===== src/hdl/fpe_cfg.svh =====
// Offsets, field positions, reset values and timing counts of the flash program/erase control
//
// Behaviour
// - Start bit sets only while armed and right after the unlock key pair.
// - Start launches the selected operation; hardware clears start when it finishes.
// - Device reset returns only the arm bit of the control register.
// - Arm enables start writes and powers the supply-low detector; clear disables both.
// - Read-only error flag is set when a program or erase fails.
// - Supply-low error flag is set when supply dips during an operation, detector on.
// - Supply-low live status follows the detector while it is powered.
// - Operation select is written only while arm is zero.
// - Code 0001 programs one word at the target address unless protected.
// - Code 0011 programs the row at the target address unless protected.
// - Code 0100 erases the page at the target address unless protected.
// - Code 0101 erases the whole array only when no page is protected.
// - Launching with code 0000 clears the error and supply-low error flags.
`ifndef FPE_CFG_SVH
`define FPE_CFG_SVH

`define FPE_OFS_CTRL        12'h000
`define FPE_OFS_KEY         12'h010
`define FPE_OFS_ADDR        12'h020
`define FPE_OFS_IRQ_STAT    12'h030
`define FPE_OFS_IRQ_CLR     12'h034
`define FPE_OFS_IRQ_EN      12'h038

`define FPE_BIT_START       15
`define FPE_BIT_ARM         14
`define FPE_BIT_ERR         13
`define FPE_BIT_LOWERR      12
`define FPE_BIT_LOWLIVE     11
`define FPE_OP_MSB          3
`define FPE_OP_LSB          0

`define FPE_IRQ_DONE        0
`define FPE_IRQ_ERR         1
`define FPE_IRQ_LOW         2

`define FPE_KEY_FIRST       32'hAA996655
`define FPE_KEY_SECOND      32'h556699AA

`define FPE_RST_CTRL        32'h00000000
`define FPE_RST_ADDR        32'h00000000
`define FPE_RST_IRQ_EN      3'h0

`define FPE_CLK_PERIOD_PS   8000
`define FPE_OP_TIMEOUT_US   2000
`define FPE_OP_TIMEOUT_CYC  ((`FPE_OP_TIMEOUT_US * 1000000) / `FPE_CLK_PERIOD_PS)

`endif


===== src/hdl/fpe_pkg.sv =====
// Types of the flash program/erase control
package fpe_pkg;

    typedef enum logic [3:0] {
        FPE_OP_NONE0  = 4'h0,
        FPE_OP_WORD   = 4'h1,
        FPE_OP_NONE2  = 4'h2,
        FPE_OP_ROW    = 4'h3,
        FPE_OP_PAGE   = 4'h4,
        FPE_OP_ARRAY  = 4'h5,
        FPE_OP_NONE6  = 4'h6
    } fpe_op_t;

    typedef enum logic [1:0] {
        FPE_ST_IDLE  = 2'b00,
        FPE_ST_CHECK = 2'b01,
        FPE_ST_RUN   = 2'b10,
        FPE_ST_DONE  = 2'b11
    } fpe_state_t;

    typedef struct packed {
        logic        req;
        logic [3:0]  op;
        logic [31:0] addr;
    } fpe_flash_cmd_t;

    typedef struct packed {
        logic done;
        logic fail;
    } fpe_flash_rsp_t;

endpackage


===== src/hdl/fpe_timer.sv =====
// Operation watchdog: loads a cycle count and flags expiry
`timescale 1ns/1ps
module fpe_timer #(
    parameter int CNT_W = 24
) (
    // Clock and reset
    input  wire logic             clock,
    input  wire logic             rst,
    // Control
    input  wire logic             load,
    input  wire logic             run,
    input  wire logic [CNT_W-1:0] load_value,
    // Status
    output logic                  expired
);
    logic [CNT_W-1:0] count_ff;
    logic [CNT_W-1:0] nxt_count;
    logic             zero;

    if (CNT_W < 1) begin : g_bad_width
        $error("fpe_timer: width below one bit");
    end

    assign zero      = (count_ff == '0);
    assign nxt_count = load ? load_value : ((run && !zero) ? count_ff - 1'b1 : count_ff);
    assign expired   = run && zero;

    always_ff @(posedge clock or posedge rst) begin
        if (rst) begin
            count_ff <= '0;
        end else begin
            count_ff <= nxt_count;
        end
    end
endmodule


===== src/hdl/fpe_ctrl.sv =====
// Flash program/erase control: APB registers, unlock, sequencer and interrupt
//
// Added by the designer: the address map and the APB register port.
`timescale 1ns/1ps
`include "fpe_cfg.svh"
module fpe_ctrl #(
    parameter int ADDR_W      = 32,
    parameter int ROW_SHIFT   = 7,
    parameter int PAGE_SHIFT  = 10,
    parameter int PAGE_W      = 8,
    parameter int TIMEOUT_CYC = `FPE_OP_TIMEOUT_CYC
) (
    // Clock and resets
    input  wire logic                   clock,
    input  wire logic                   rst,
    input  wire logic                   device_reset,
    // APB slave
    input  wire logic                   psel,
    input  wire logic                   penable,
    input  wire logic                   pwrite,
    input  wire logic [11:0]            paddr,
    input  wire logic [31:0]            pwdata,
    output logic                        pready,
    output logic [31:0]                 prdata,
    output logic                        pslverr,
    // Flash array side
    output fpe_pkg::fpe_flash_cmd_t     flash_cmd,
    input  wire fpe_pkg::fpe_flash_rsp_t flash_rsp,
    input  wire logic [PAGE_W-1:0]      protect_pages,
    // Supply-low detector
    output logic                        detector_enable,
    input  wire logic                   supply_low,
    // Interrupt
    output logic                        irq
);
    localparam int CNT_W = $clog2(TIMEOUT_CYC + 1);

    if (ADDR_W > 32 || ADDR_W <= PAGE_SHIFT || ROW_SHIFT > PAGE_SHIFT) begin : g_bad_geometry
        $error("fpe_ctrl: address geometry not supported");
    end
    if (TIMEOUT_CYC < 1) begin : g_bad_timeout
        $error("fpe_ctrl: timeout must be at least one cycle");
    end

    // Page index of a flash address
    function automatic logic [ADDR_W-1:0] page_of(input logic [ADDR_W-1:0] a);
        page_of = a >> PAGE_SHIFT;
    endfunction

    // Pages below the protect boundary are write-protected
    function automatic logic is_protected(input logic [ADDR_W-1:0] a,
                                          input logic [PAGE_W-1:0] bound);
        is_protected = (page_of(a) < ADDR_W'(bound));
    endfunction

    // Register state
    logic                   start_ff;
    logic                   arm_ff;
    logic                   err_ff;
    logic                   lowerr_ff;
    logic [3:0]             op_ff;
    logic [ADDR_W-1:0]      addr_ff;
    logic                   key1_seen_ff;
    logic                   unlocked_ff;
    logic [2:0]             irq_stat_ff;
    logic [2:0]             irq_en_ff;
    logic [31:0]            prdata_ff;
    logic                   pslverr_ff;
    fpe_pkg::fpe_state_t    state_ff;
    fpe_pkg::fpe_flash_cmd_t cmd_ff;

    logic                   nxt_start;
    logic                   nxt_arm;
    logic                   nxt_err;
    logic                   nxt_lowerr;
    logic [3:0]             nxt_op;
    fpe_pkg::fpe_state_t    nxt_state;
    logic [2:0]             nxt_irq_stat;

    // APB decode
    logic        setup;
    logic        wr_access;
    logic        hit_ctrl;
    logic        hit_key;
    logic        hit_addr;
    logic        hit_stat;
    logic        hit_clr;
    logic        hit_en;
    logic        mapped;
    logic        wr_ctrl;
    logic        wr_key;
    logic        wr_addr;
    logic        wr_clr;
    logic        wr_en;
    logic [31:0] ctrl_view;
    logic [31:0] rd_mux;

    assign setup     = psel && !penable;
    assign wr_access = psel && penable && pwrite;
    assign hit_ctrl  = (paddr == `FPE_OFS_CTRL);
    assign hit_key   = (paddr == `FPE_OFS_KEY);
    assign hit_addr  = (paddr == `FPE_OFS_ADDR);
    assign hit_stat  = (paddr == `FPE_OFS_IRQ_STAT);
    assign hit_clr   = (paddr == `FPE_OFS_IRQ_CLR);
    assign hit_en    = (paddr == `FPE_OFS_IRQ_EN);
    assign mapped    = hit_ctrl || hit_key || hit_addr || hit_stat || hit_clr || hit_en;
    assign wr_ctrl   = wr_access && hit_ctrl;
    assign wr_key    = wr_access && hit_key;
    assign wr_addr   = wr_access && hit_addr;
    assign wr_clr    = wr_access && hit_clr;
    assign wr_en     = wr_access && hit_en;

    // Supply-low detector runs only while armed
    assign detector_enable = arm_ff;

    // Live status tracks the detector with no storage
    logic lowlive;
    assign lowlive = arm_ff && supply_low;

    always_comb begin
        ctrl_view                    = 32'h00000000;
        ctrl_view[`FPE_BIT_START]    = start_ff;
        ctrl_view[`FPE_BIT_ARM]      = arm_ff;
        ctrl_view[`FPE_BIT_ERR]      = err_ff;
        ctrl_view[`FPE_BIT_LOWERR]   = lowerr_ff;
        ctrl_view[`FPE_BIT_LOWLIVE]  = lowlive;
        ctrl_view[`FPE_OP_MSB:`FPE_OP_LSB] = op_ff;
    end

    assign rd_mux = hit_ctrl ? ctrl_view :
                    hit_addr ? 32'(addr_ff) :
                    hit_stat ? {29'h0000000, irq_stat_ff} :
                    hit_en   ? {29'h0000000, irq_en_ff} :
                    32'h00000000;

    assign pready  = 1'b1;
    assign prdata  = prdata_ff;
    assign pslverr = pslverr_ff;

    // Read data and error captured in the setup phase
    always_ff @(posedge clock or posedge rst) begin
        if (rst) begin
            prdata_ff  <= 32'h00000000;
            pslverr_ff <= 1'b0;
        end else if (setup) begin
            prdata_ff  <= pwrite ? 32'h00000000 : rd_mux;
            pslverr_ff <= !mapped;
        end
    end

    // Unlock: first key then second key, consumed by the next write to any register
    logic key_first;
    logic key_second;
    assign key_first  = wr_key && (pwdata == `FPE_KEY_FIRST);
    assign key_second = wr_key && (pwdata == `FPE_KEY_SECOND) && key1_seen_ff;

    always_ff @(posedge clock or posedge rst) begin
        if (rst) begin
            key1_seen_ff <= 1'b0;
            unlocked_ff  <= 1'b0;
        end else begin
            key1_seen_ff <= wr_key ? key_first : (wr_access ? 1'b0 : key1_seen_ff);
            unlocked_ff  <= key_second ? 1'b1 : (wr_access ? 1'b0 : unlocked_ff);
        end
    end

    // Operation classification
    logic [3:0] op_run;
    logic       op_word;
    logic       op_row;
    logic       op_page;
    logic       op_array;
    logic       op_clear;
    logic       op_touches;
    logic       prot_hit;
    logic [ADDR_W-1:0] word_addr;
    logic [ADDR_W-1:0] row_addr;
    logic [ADDR_W-1:0] page_addr;

    assign op_run     = op_ff;
    assign op_word    = (op_run == fpe_pkg::FPE_OP_WORD);
    assign op_row     = (op_run == fpe_pkg::FPE_OP_ROW);
    assign op_page    = (op_run == fpe_pkg::FPE_OP_PAGE);
    assign op_array   = (op_run == fpe_pkg::FPE_OP_ARRAY);
    assign op_clear   = (op_run == fpe_pkg::FPE_OP_NONE0);
    assign op_touches = op_word || op_row || op_page || op_array;
    assign word_addr  = addr_ff;
    assign row_addr   = (addr_ff >> ROW_SHIFT) << ROW_SHIFT;
    assign page_addr  = (addr_ff >> PAGE_SHIFT) << PAGE_SHIFT;
    assign prot_hit   = op_array ? (protect_pages != '0) :
                        is_protected(addr_ff, protect_pages);

    // Operation watchdog
    logic timer_load;
    logic timer_run;
    logic timer_expired;
    logic launch;

    assign timer_run = (state_ff == fpe_pkg::FPE_ST_RUN);

    fpe_timer #(
        .CNT_W (CNT_W)
    ) u_timer (
        .clock      (clock),
        .rst        (rst),
        .load       (timer_load),
        .run        (timer_run),
        .load_value (CNT_W'(TIMEOUT_CYC)),
        .expired    (timer_expired)
    );

    // Start may be set only while armed and unlocked
    assign launch = wr_ctrl && pwdata[`FPE_BIT_START] && arm_ff && unlocked_ff
                    && !start_ff;

    // Sequencer
    logic seq_fail;
    logic seq_finish;

    always_comb begin
        nxt_state  = state_ff;
        timer_load = 1'b0;
        seq_fail   = 1'b0;
        seq_finish = 1'b0;
        case (state_ff)
            fpe_pkg::FPE_ST_IDLE: begin
                if (launch) begin
                    nxt_state = fpe_pkg::FPE_ST_CHECK;
                end
            end
            fpe_pkg::FPE_ST_CHECK: begin
                if (!op_touches) begin
                    nxt_state = fpe_pkg::FPE_ST_DONE;
                end else if (prot_hit) begin
                    seq_fail  = 1'b1;
                    nxt_state = fpe_pkg::FPE_ST_DONE;
                end else begin
                    timer_load = 1'b1;
                    nxt_state  = fpe_pkg::FPE_ST_RUN;
                end
            end
            fpe_pkg::FPE_ST_RUN: begin
                if (flash_rsp.done) begin
                    seq_fail  = flash_rsp.fail;
                    nxt_state = fpe_pkg::FPE_ST_DONE;
                end else if (timer_expired) begin
                    seq_fail  = 1'b1;
                    nxt_state = fpe_pkg::FPE_ST_DONE;
                end
            end
            fpe_pkg::FPE_ST_DONE: begin
                seq_finish = 1'b1;
                nxt_state  = fpe_pkg::FPE_ST_IDLE;
            end
            default: begin
                nxt_state = fpe_pkg::FPE_ST_IDLE;
            end
        endcase
    end

    // Command to the array, held for the whole run
    fpe_pkg::fpe_flash_cmd_t nxt_cmd;
    always_comb begin
        nxt_cmd = cmd_ff;
        if (timer_load) begin
            nxt_cmd.req  = 1'b1;
            nxt_cmd.op   = op_run;
            nxt_cmd.addr = 32'(op_word ? word_addr :
                               op_row  ? row_addr  :
                               op_page ? page_addr : '0);
        end else if (nxt_state != fpe_pkg::FPE_ST_RUN) begin
            nxt_cmd.req = 1'b0;
        end
    end
    assign flash_cmd = cmd_ff;

    // Control register next values
    logic low_event;
    assign low_event = lowlive && (state_ff == fpe_pkg::FPE_ST_RUN);

    always_comb begin
        nxt_start  = start_ff;
        nxt_arm    = arm_ff;
        nxt_err    = err_ff;
        nxt_lowerr = lowerr_ff;
        nxt_op     = op_ff;
        if (launch) begin
            nxt_start = 1'b1;
            if (op_clear) begin
                nxt_err    = 1'b0;
                nxt_lowerr = 1'b0;
            end
        end
        if (seq_finish) begin
            nxt_start = 1'b0;
        end
        if (wr_ctrl) begin
            nxt_arm = pwdata[`FPE_BIT_ARM];
            if (!arm_ff) begin
                nxt_op = pwdata[`FPE_OP_MSB:`FPE_OP_LSB];
            end
        end
        if (seq_fail) begin
            nxt_err = 1'b1;
        end
        if (low_event) begin
            nxt_lowerr = 1'b1;
        end
        if (device_reset) begin
            nxt_arm = 1'b0;
        end
    end

    // Sticky interrupt causes; a new event wins over a clear
    logic [2:0] irq_events;
    assign irq_events[`FPE_IRQ_DONE] = seq_finish;
    assign irq_events[`FPE_IRQ_ERR]  = seq_fail;
    assign irq_events[`FPE_IRQ_LOW]  = low_event && !lowerr_ff;
    assign nxt_irq_stat = (irq_stat_ff & ~(wr_clr ? pwdata[2:0] : 3'h0)) | irq_events;
    assign irq          = |(irq_stat_ff & irq_en_ff);

    always_ff @(posedge clock or posedge rst) begin
        if (rst) begin
            start_ff    <= 1'(`FPE_RST_CTRL >> `FPE_BIT_START);
            arm_ff      <= 1'b0;
            err_ff      <= 1'b0;
            lowerr_ff   <= 1'b0;
            op_ff       <= 4'h0;
            state_ff    <= fpe_pkg::FPE_ST_IDLE;
            cmd_ff      <= '0;
            irq_stat_ff <= 3'h0;
        end else begin
            start_ff    <= nxt_start;
            arm_ff      <= nxt_arm;
            err_ff      <= nxt_err;
            lowerr_ff   <= nxt_lowerr;
            op_ff       <= nxt_op;
            state_ff    <= nxt_state;
            cmd_ff      <= nxt_cmd;
            irq_stat_ff <= nxt_irq_stat;
        end
    end

    // Target address and interrupt enable
    always_ff @(posedge clock or posedge rst) begin
        if (rst) begin
            addr_ff   <= ADDR_W'(`FPE_RST_ADDR);
            irq_en_ff <= `FPE_RST_IRQ_EN;
        end else begin
            if (wr_addr && !start_ff) begin
                addr_ff <= pwdata[ADDR_W-1:0];
            end
            if (wr_en) begin
                irq_en_ff <= pwdata[2:0];
            end
        end
    end
endmodule


===== config.mk =====
export PLATFORM = sky130hd
export DESIGN_NAME = fpe_ctrl
export DESIGN_NICKNAME = d
export VERILOG_FILES = /design/src/hdl/fpe_pkg.sv /design/src/hdl/fpe_timer.sv /design/src/hdl/fpe_ctrl.sv
export VERILOG_INCLUDE_DIRS = /design/src /design/src/hdl
export SDC_FILE = /design/constraint.sdc
export NUM_CORES = 1
export LEC_CHECK = 0
export ABC_AREA = 1
export BUFFER_PORTS_ARGS = -buffer_cell sky130_fd_sc_hd__buf_2
export CAP_MARGIN = 20
export CORE_MARGIN = 2
export CORE_UTILIZATION = 49
export CTS_BUF_LIST = sky130_fd_sc_hd__clkbuf_16
export CTS_CLUSTER_SIZE = 28
export DETAILED_ROUTE_END_ITERATION = 8
export PLACE_DENSITY = 0.75
export SLEW_MARGIN = 10
export SYNTH_ARGS = -nofsm -noshare
export SYNTH_HDL_FRONTEND = slang
export SYNTH_SLANG_ARGS = --single-unit

===== constraint.sdc =====
create_clock -name clock -period 4.4 [get_ports clock]
set_clock_uncertainty 0.1 [all_clocks]
set_input_delay 0.66 -clock clock [delete_from_list [all_inputs] [get_ports clock]]
set_output_delay 0.66 -clock clock [all_outputs]
set_load 0.05 [all_outputs]

==> results of run 1 <==
metal layers:
layer	vias to the layer above	global-route usage [%]	part of all wire, %
li1	2834	-	-
met1	2821	33.0	45
met2	206	40.0	47
met3	30	4.20	5.2
met4	0	10.7	2.6
met5	-	0	0
area by class of cell:
class | count | area [sq um]
Multi-Input combinational cell | 512 | 2620
Clock buffer | 17 | 425
Inverter | 105 | 402
Fill cell | 1188 | 5220
Clock inverter | 12 | 136
Sequential cell | 138 | 3450
Tap cell | 176 | 220
Timing Repair Buffer | 135 | 708
flip-flops by register name, indices dropped and copies added, names as in the netlist:
signal / flops
irq_stat_ff: 3
pslverr: 1
addr_ff: 32
flash_cmd: 37
start_ff: 1
lowerr_ff: 1
prdata: 32
key1_seen_ff: 1
u_timer.count_ff: 18
unlocked_ff: 1
op_ff: 4
irq_en_ff: 3
err_ff: 1
detector_enable: 1
state_ff: 2
cell families (layout without fill, tap and decap cells):
group	Yosys count	count (layout)	share of synthesized area [%]
compound gates	140	140	13.2
simple gates	353	353	23.2
buf+inv	132	269	8.21
xor+xnor	5	5	0.662
other cells	1	1	0.0567
flops	138	138	52.2
fa+ha+maj	13	13	2.46
worst reg2reg max path: cells and delay by family (launching register included):
kind	cells	cell delay, ns
DFF	1	0.45
AOI/OAI and AO/OA	1	0.57
adders and majority gates	1	0.33
and+or+nand+nor	7	1.14
cells in the final DEF, fill, tap and decap left out, types with 2 or more instances in the layout:
master / n
bufinv_16: 3
nor3_1: 9
o21ai_2: 5
nor2_2: 7
nand3_1: 35
o21ai_0: 41
nand3_4: 2
inv_2: 7
a21oi_1: 13
xor2_1: 5
a22o_1: 2
nand2_1: 219
buf_2: 132
o21ai_1: 45
dfrtp_1: 138
a32o_1: 23
clkinvlp_4: 4
inv_1: 97
clkinv_2: 2
clkbuf_16: 17
buf_12: 2
ha_1: 13
clkinv_1: 3
o211ai_1: 4
nor4_1: 5
nand4_1: 29
or2_0: 2
nor2_1: 39
worst max-delay path by stage:
stage                    end         from  cells past startpoint  slack (ns)
3_3_place_gp     addr_ff[18]     paddr[1]                      9        1.44
2_1_floorplan     addr_ff[0]          rst                      1        1.92
6_report       flash_cmd[27]  addr_ff[15]                      9        1.70
5_1_grt         flash_cmd[8]  addr_ff[15]                      9        1.39
4_1_cts        flash_cmd[27]  addr_ff[15]                      9        1.74
3_5_place_dp     addr_ff[21]     paddr[1]                      8        1.40
power groups by stage:
stage / clock network (mW) / registers [mW] / logic (mW)
3_5_place_dp: 0 / 1.40 / 0.400
3_3_place_gp: 0 / 1.40 / 0.392
5_1_grt: 1.46 / 1.39 / 0.463
2_1_floorplan: 0 / 1.39 / 0.287
4_1_cts: 1.40 / 1.38 / 0.401
6_report: 1.39 / 1.38 / 0.401
==> results.md, run 1 <==
* Post-cts resize count at 0
* Total Wirelength at 17.1 mm
* Post-CTS Setup Bufs at 0
* Synth area leaders: dfrtp_1 (52%), nand2_1 (12%), inv_1 (5.4%)
* Final net count at roughly 980
* Synth area leader: dfrtp_1
* Top cells by count, synth: nand2_1 (219), dfrtp_1 (138), inv_1 (96), o21ai_1 (45), o21ai_0 (41)
* Fin Hold WS at 0.109 ns
* Maximum vdd drop at 298 uV
* Crit path max fanout at 87
* Ys flop type: dfrtp_1
* Clock slew at reported path FFs at 0.06 ns
* Final Worst Setup Slack at 1.70 ns
* Max_cap viols at 0
* CP Cell Sequence: ha_1 > nand2_1 > nor2_1 > nand2_1 > nand2_1 > nand2_1 > nand2_1 > nand3_4 > o21ai_0
* Final worst path period share at 61.4%
* Setup TNS at 0 ns
* Total grt overflow at 0
* R2R Setup Slk at around 1.7 ns
* Most frequent cell after synthesis: nand2_1
* Core box area at 13,200 sq um
* Area grow syn2layout at 20.4%
* CP max stage cell: nand3_4
* RSZ-0062 raised after global routing: false
* Detailed Place HPWL at 12.0 mm
* Cell Pwr Density at 398 nW/um^2
* CP peak stage delay at 0.67 ns
* Switching share of total power at 26.5%
* Avg Vias per Cell at 5.38
* GPL Wtd Cong at 0.863
* Placed Area at 7380 sq um
* DIE HEIGHT at 120 microns
* Layout Cell Area excl Fill at 7970 sq um
* Comb power frac at 12.7%
* Critical path startpoint category: flop
* Post-synth ARST share at 100%
* Port bufs at ~130
* Count of TritonRoute iterations in the first routing pass at 5
* Leakage at 4.14 nW
* DP Worst Slack at ~1.4 ns
* Tmin final at 2.70 ns
* Ant diodes at 0
* Antenna-violating nets left at 0
* First-pass GRT wire length at 27.6 mm
* CTS Sinks at 138
* Violation count after the first detailed-route iteration at 424
* Initial Util at approximately half
* Register area share after synthesis at 52.2%
* Critical Path Sink Type: flop
* Delay-heaviest family, CP: simple AND/OR/NAND/NOR gates
* Crit Path Class: flop to flop
* Fin. max-slew vios at 0
* Final hold viol count at 0
* Clock Tree Buf Depth at 2
* Die ar. at 14,400 sq um
* Synthesis Warnings at 0
* Root Driver: clkbuf_16
* Hold crit path type: primary input to asynchronous set/reset pin
* Max_slew headroom at 36.7%
* Status: finished clean
* Mapped cell area at 6620 sq um
* CP most frequent cell: nand2_1
* Wire length per cell at 15.6 microns
* Overall global routing resource usage at 24.7%
* Psw at roughly 0.84 mW
* Std cell rows at 42
* DR vias at 5,891
* Flop pwr share at 43.5%
* Antenna violations before repair at 0
* R2r startpoint: addr_ff[15]
* Number of synthesized flops with an enable pin at 0
* Synth cell types at ~40
* Critical path required time at 4.60 ns
* Buf+Inv Stages, Crit Path at 0
* Crit path DAT at 2.91 ns
* Fmax achieved at around 0.37 GHz
* Residual DRC at 0
* Internal at 2.33 mW
* Syn avg cell area at roughly 8.5 sq um
* Largest net degree at the start of global routing at 96
* Non-filler instance count after layout at roughly 1,100
* IO Count at 134
* Inst Count DP at 1,065
* Mapped Cells at a little under 800
* Total CTS buffers at 17
* Register bit total from synthesis at 138
* Clock latency on the worst-skew pair at 0.42 ns
* Util after Layout at approximately three fifths
* Synth top area share at 52.2%
* Worst-Margin Slew at 0.949 ns
* Worst R2R End: flash_cmd[27]
* Layout cells sized above 1 at 20.3%
* Final setup violation count at 0
* Vias in the first global route at 5,552
* CTS Hold Bufs at 0
* Pwr Total at 3.17 mW
* Clock share of power at 43.8%
* Reg2Reg Depth at 9
* CTS tree: built
* Die Span X at about 120 microns
* Post-Syn Nets at 856
* H-Tree Level Count at 4
(Power assumes the default switching activity.)
==> inputs of run 2 (changes only) <==
--- a/config.mk
+++ b/config.mk
@@ -14,7 +14,7 @@
 export CTS_BUF_LIST = sky130_fd_sc_hd__clkbuf_16
 export CTS_CLUSTER_SIZE = 28
 export DETAILED_ROUTE_END_ITERATION = 8
-export PLACE_DENSITY = 0.75
+export PLACE_DENSITY = 0.72
 export SLEW_MARGIN = 10
 export SYNTH_ARGS = -nofsm -noshare
 export SYNTH_HDL_FRONTEND = slang
==> constraint.sdc (replaced) <==
create_clock -name clock -period 2.7 [get_ports clock]
set_clock_uncertainty 0.1 [all_clocks]
set_input_delay 0.405 -clock clock [delete_from_list [all_inputs] [get_ports clock]]
set_output_delay 0.405 -clock clock [all_outputs]
set_load 0.05 [all_outputs]
==> run 2 against run 1 <==
Flip-flop and latch count stayed put. Register-to-register slack worse by 1.2 ns. Critical path depth is 2 higher. Non-clock buffer count is 10 higher. Fmax is 23% higher.
==> results.md, run 2 (synthesis gave the netlist of run 1 again) <==
* Status: finished clean (unchanged)
* Post-cts resize count at 0 (unchanged)
* Filler cells at 1,180 (was 1,188)
* Layout cells sized above 1 at 21.7% (was 20.3%)
* Violation count after the first detailed-route iteration at 509 (was 424)
* DIE HEIGHT at 120 microns (unchanged)
* CTS Sinks at 138 (unchanged)
* CP max stage cell: dfrtp_1 (was nand3_4)
* Final setup violation count at 0 (unchanged)
* Count of TritonRoute iterations in the first routing pass at 5 (unchanged)
* Final Worst Setup Slack at 0.498 ns (was 1.70 ns)
* H-Tree Level Count at 4 (unchanged)
* Critical path startpoint category: flop (unchanged)
* Util after Layout at 60.9% (was 60.4%)
* Max_slew headroom at 51.8% (was 36.7%)
* Clock share of power at 42.1% (was 43.8%)
* Clock Tree Buf Depth at 2 (unchanged)
* Flip-flop count of the largest register after layout at 37 (unchanged)
* Final worst path period share at 81.6% (was 61.4%)
* Area grow syn2layout at 21.4% (was 20.4%)
* Fin. max-slew vios at 0 (unchanged)
* First-pass GRT wire length at 28.2 mm (was 27.6 mm)
* RSZ-0062 raised after global routing: false (unchanged)
* Residual DRC at 0 (unchanged)
* Total grt overflow at 0 (unchanged)
* CTS Hold Bufs at 0 (unchanged)
* Antenna-violating nets left at 0 (unchanged)
* CP Cell Sequence: ha_1 > nand2_1 > nor2_1 > nand2_1 > nand2_1 > nand2_1 > nand2_1 > nand3_4 > buf_4 > nand2_1 > o21ai_2 (was ha_1 > nand2_1 > nor2_1 > nand2_1 > nand2_1 > nand2_1 > nand2_1 > nand3_4 > o21ai_0)
* Largest net degree at the start of global routing at 139 (was 96)
* Initial Util at 50.2% (unchanged)
* Final hold viol count at 0 (unchanged)
* Total CTS buffers at 17 (unchanged)
* Ant diodes at 0 (unchanged)
* Delay-heaviest family, CP: simple AND/OR/NAND/NOR gates (unchanged)
* Flop pwr share at 44.7% (was 43.5%)
* Worst-Margin Slew at 0.723 ns (was 0.949 ns)
* Avg Vias per Cell at 5.24 (was 5.38)
* Buf+Inv Stages, Crit Path at 1 (was 0)
* Crit path DAT at 2.41 ns (was 2.91 ns)
* Tmin final at 2.20 ns (was 2.70 ns)
* Vias in the first global route at 5,536 (was 5,552)
* Fin Hold WS at 0.0416 ns (was 0.109 ns)
* Total Wirelength at 17.2 mm (was 17.1 mm)
* DP Worst Slack at 0.402 ns (was 1.40 ns)
* Hold crit path type: primary input to flop (was primary input to asynchronous set/reset pin)
* Setup TNS at 0 ns (unchanged)
* Commonest non-fill, non-tap cell in the layout: nand2_1 (unchanged)
* Antenna violations before repair at 0 (unchanged)
* Die ar. at 14,400 sq um (unchanged)
* Clock latency on the worst-skew pair at 0.43 ns (was 0.42 ns)
* Post-CTS Setup Bufs at 0 (unchanged)
* R2R Setup Slk at 0.50 ns (was 1.70 ns)
* Max_cap viols at 0 (unchanged)
* CTS tree: built (unchanged)
* Root Driver: clkbuf_16 (unchanged)
* Wire length per cell at 15.5 microns (was 15.6 microns)
* DR vias at 5,811 (was 5,891)
* Core box area at 13,200 sq um (unchanged)
* Port bufs at 132 (unchanged)
* Final net count at 993 (was 983)
* CP most frequent cell: nand2_1 (unchanged)
* IO Count at 134 (unchanged)
* Std cell rows at 42 (unchanged)
* Leakage at 4.19 nW (was 4.14 nW)
* Critical Path Sink Type: flop (unchanged)
* Die Span X at 120 microns (unchanged)
* Crit path max fanout at 29 (was 87)
* Psw at 1.40 mW (was 0.838 mW)
* CP peak stage delay at 0.41 ns (was 0.67 ns)
* GPL Wtd Cong at 0.904 (was 0.863)
* Crit Path Class: flop to flop (unchanged)
* Clock slew at reported path FFs at 0.06 ns (about the same)
* Internal at 3.63 mW (was 2.33 mW)
* Maximum vdd drop at 377 uV (was 298 uV)
* Fmax achieved at 0.454 GHz (was 0.370 GHz)
* Switching share of total power at 27.9% (was 26.5%)
* Cell Pwr Density at 627 nW/um^2 (was 398 nW/um^2)
* Detailed Place HPWL at 12.3 mm (was 12.0 mm)
* Overall global routing resource usage at 25.2% (was 24.7%)
* Comb power frac at 13.3% (was 12.7%)
* Critical path required time at 2.91 ns (was 4.60 ns)
* Most frequent cells in the layout: nand2_1 (219), dfrtp_1 (138), buf_2 (132) (unchanged)
## run 2: cell types whose count changed in the layout (fill, tap and decap cells not counted), sizes merged
cell    change
clkinv      +4
bufinv      -2
buf        +10
inv         +1
## run 2: layout make-up
| type | instances | area [sq um] | area share (%) |
|---|---|---|---|
| Sequential cell | 138 | 3450 | 43.0 |
| Timing Repair Buffer | 145 | 796 | 9.91 |
| Inverter | 105 | 402 | 5.00 |
| Clock buffer | 17 | 425 | 5.30 |
| Multi-Input combinational cell | 512 | 2620 | 32.6 |
| Tap cell | 176 | 220 | 2.74 |
| Clock inverter | 15 | 111 | 1.39 |
## run 2: worst paths after layout
kind,start,end,depth (start not counted)
max,addr_ff[15],flash_cmd[11],11
min reg2reg,prdata[0],prdata[0],2
max in group asynchronous,rst,prdata[1],3
max reg2reg,addr_ff[15],flash_cmd[11],11
min,device_reset,detector_enable,2
min in group asynchronous,rst,flash_cmd[34],3
## run 2: power by group through the flow
stage | combinational, mW | sequential, mW | clock, mW
finish | 0.667 | 2.25 | 2.12
floorplan | 0.468 | 2.27 | 0
global placement | 0.647 | 2.28 | 0
detailed placement | 0.661 | 2.28 | 0
global route | 0.771 | 2.26 | 2.26
CTS | 0.667 | 2.25 | 2.15
## run 2: stage by stage
step	power (mW)	instances	instance area, sq um
after floorplan	2.73	782	6620
after detailed placement	2.94	1076	7490
after CTS	5.06	1108	8030
after global placement	2.93	1076	7490
final	5.03	1108	8030
after global routing	5.29	1108	8030
## run 2: metal layers
layer,share of wire [%],vias up,track usage (%)
li1,-,2850,-
met2,44,208,37.2
met3,6.7,38,5.99
met5,0,-,0
met1,47,2715,36.3
met4,2.2,0,9.26
==> inputs of run 3 (changes only) <==
--- a/config.mk
+++ b/config.mk
@@ -14,7 +14,7 @@
 export CTS_BUF_LIST = sky130_fd_sc_hd__clkbuf_16
 export CTS_CLUSTER_SIZE = 28
 export DETAILED_ROUTE_END_ITERATION = 8
-export PLACE_DENSITY = 0.72
+export PLACE_DENSITY = 0.75
 export SLEW_MARGIN = 10
 export SYNTH_ARGS = -nofsm -noshare
 export SYNTH_HDL_FRONTEND = slang
==> constraint.sdc (replaced) <==
create_clock -name clock -period 1.75 [get_ports clock]
set_clock_uncertainty 0.1 [all_clocks]
set_input_delay 0.2625 -clock clock [delete_from_list [all_inputs] [get_ports clock]]
set_output_delay 0.2625 -clock clock [all_outputs]
set_load 0.05 [all_outputs]
==> run 3 against run 2 <==
The flow now finishes with violations (negative setup slack). Flip-flop and latch count did not move. Total power rose by 69%. Die area did not move. Cell count rose by 7.3%. Largest cell class unchanged. Routed wire length rose by 19%. Sequential power rose by 54%. Sequential share of layout area fell by 5.5 points. Utilization rose by 8.9 points.
==> results.md, run 3 (synthesis gave the netlist of run 1 again) <==
* Status: complete, but fails checks (was finished clean)
* Violated checks: negative setup slack
* Most frequent cells in the layout: nand2_1 (185), dfrtp_1 (137), buf_2 (132) (was nand2_1 (219), dfrtp_1 (138), buf_2 (132))
* DP Worst Slack at -0.190 ns (was 0.402 ns)
* Antenna violations before repair at 0 (unchanged)
* Final worst path period share at 113% (was 81.6%)
* Avg Vias per Cell at 5.45 (was 5.24)
* Layout Cell Area excl Fill at 9210 sq um (was 8030 sq um)
* Critical path required time at 1.96 ns (was 2.91 ns)
* Inst Count DP at 1,141 (was 1,076)
* Hold crit path type: primary input to flop (unchanged)
* Crit Path Class: flop to flop (unchanged)
* Flip-flop count of the largest register after layout at 37 (unchanged)
* Placed Area at 8070 sq um (was 7490 sq um)
* Die Span X at 120 microns (unchanged)
* Die ar. at 14,400 sq um (unchanged)
* Setup TNS at -9.37 ns (was 0 ns)
* Vias in the first global route at 6,099 (was 5,536)
* Overall global routing resource usage at 27.3% (was 25.2%)
* Fin Hold WS at 0.00231 ns (was 0.0416 ns)
* Largest net degree at the start of global routing at 55 (was 139)
* Register area at 3450 sq um (about the same)
* Area grow syn2layout at 39.2% (was 21.4%)
* Ant diodes at 0 (unchanged)
* Total Wirelength at 20.4 mm (was 17.2 mm)
* Total CTS buffers at 17 (unchanged)
* Filler cells at 978 (was 1,180)
* Fmax achieved at 0.507 GHz (was 0.454 GHz)
* Tmin final at 1.97 ns (was 2.20 ns)
* Area occupied by multi-input gates at 2990 sq um (was 2620 sq um)
* H-Tree Level Count at 4 (unchanged)
* Violation count after the first detailed-route iteration at 596 (was 509)
* First-pass GRT wire length at 30.5 mm (was 28.2 mm)
* Maximum vdd drop at 709 uV (was 377 uV)
* Final Worst Setup Slack at -0.222 ns (was 0.498 ns)
* Clock Tree Buf Depth at 2 (unchanged)
* DIE HEIGHT at 120 microns (unchanged)
* Count of TritonRoute iterations in the first routing pass at 5 (unchanged)
* Initial Util at 50.2% (unchanged)
* Util after Layout at 69.8% (was 60.9%)
* Clock latency on the worst-skew pair at 0.43 ns (about the same)
* Port bufs at 132 (unchanged)
* Final net count at 1,074 (was 993)
* CTS tree: built (unchanged)
* IO Count at 134 (unchanged)
* Root Driver: clkbuf_16 (unchanged)
* Residual DRC at 0 (unchanged)
* DR vias at 6,477 (was 5,811)
* CTS Sinks at 138 (unchanged)
* Std cell rows at 42 (unchanged)
* Crit path max fanout at 15 (was 29)
* Detailed Place HPWL at 13.5 mm (was 12.3 mm)
* Total grt overflow at 0 (unchanged)
* Leakage at 4.71 nW (was 4.19 nW)
* Fin. max-slew vios at 0 (unchanged)
* Pwr Total at 8.48 mW (was 5.03 mW)
* Clock slew at reported path FFs at 0.06 ns (about the same)
* GPL Wtd Cong at 0.899 (was 0.904)
* Final hold viol count at 0 (unchanged)
* Wire length per cell at 17.2 microns (was 15.5 microns)
* Max_cap viols at 0 (unchanged)
* Cell Pwr Density at 921 nW/um^2 (was 627 nW/um^2)
* RSZ-0062 raised after global routing: true (was false)
* Critical path startpoint category: flop (unchanged)
* Critical Path Sink Type: flop (unchanged)
* Commonest non-fill, non-tap cell in the layout: nand2_1 (unchanged)
* Layout cells sized above 1 at 35.4% (was 21.7%)
* Antenna-violating nets left at 0 (unchanged)
* Core box area at 13,200 sq um (unchanged)
* Final setup violation count at 58 (was 0)
* Non-filler instance count after layout at 1,189 (was 1,108)
* Crit path DAT at 2.18 ns (was 2.41 ns)
run 3: power breakdown:
part           switching, mW  internal [mW]
Clock                   1.39           2.07
Combinational          0.956          0.595
Sequential             0.125           3.34
run 3: routing by layer:
| metal | global-route usage, % | up-vias | share of wire [%] |
|---|---|---|---|
| met2 | 45.1 | 301 | 49 |
| li1 | - | 3027 | - |
| met5 | 0 | - | 0 |
| met1 | 35.7 | 3081 | 41 |
| met3 | 5.42 | 68 | 6.6 |
| met4 | 10.7 | 0 | 3.8 |
run 3: critical path, cell delays in order, from the launching register on:
cell,delay (ns)
dfrtp_1,0.44
ha_4,0.31
nand2_2,0.06
inv_1,0.06
a21oi_1,0.06
nand2_1,0.08
nand2_2,0.07
nand2_4,0.11
nand3_4,0.20
buf_12,0.23
nand2_2,0.08
o21ai_2,0.07
run 3: what timing repair did:
item	CTS	global route
endpoints found under the setup margin	57	58
pin swaps	9	12
hold buffers	2	0
cloned	1	5
hold endpoints to repair	15	0
buffers inserted	4	4
gates resized for setup	36	78
run 3: final cells by class:
cell class | instances | share of cell area, %
well taps | 176 | 2.39
clock inverters | 15 | 1.48
multi-input cells | 514 | 32.4
flip-flops and latches | 138 | 37.5
repair buffers | 224 | 17.1
inverters | 105 | 4.42
clock buffers | 17 | 4.62
run 3: worst paths after layout:
path,end,cells after the start,startpoint,slack (ns)
max,flash_cmd[12],11,addr_ff[15],-0.22
min,addr_ff[5],3,pwdata[5],0.002
max reg2reg,flash_cmd[12],11,addr_ff[15],-0.22
min reg2reg,prdata[13],1,prdata[13],0.37
max in group asynchronous,addr_ff[2],4,rst,0.63
min in group asynchronous,flash_cmd[29],3,rst,0.30
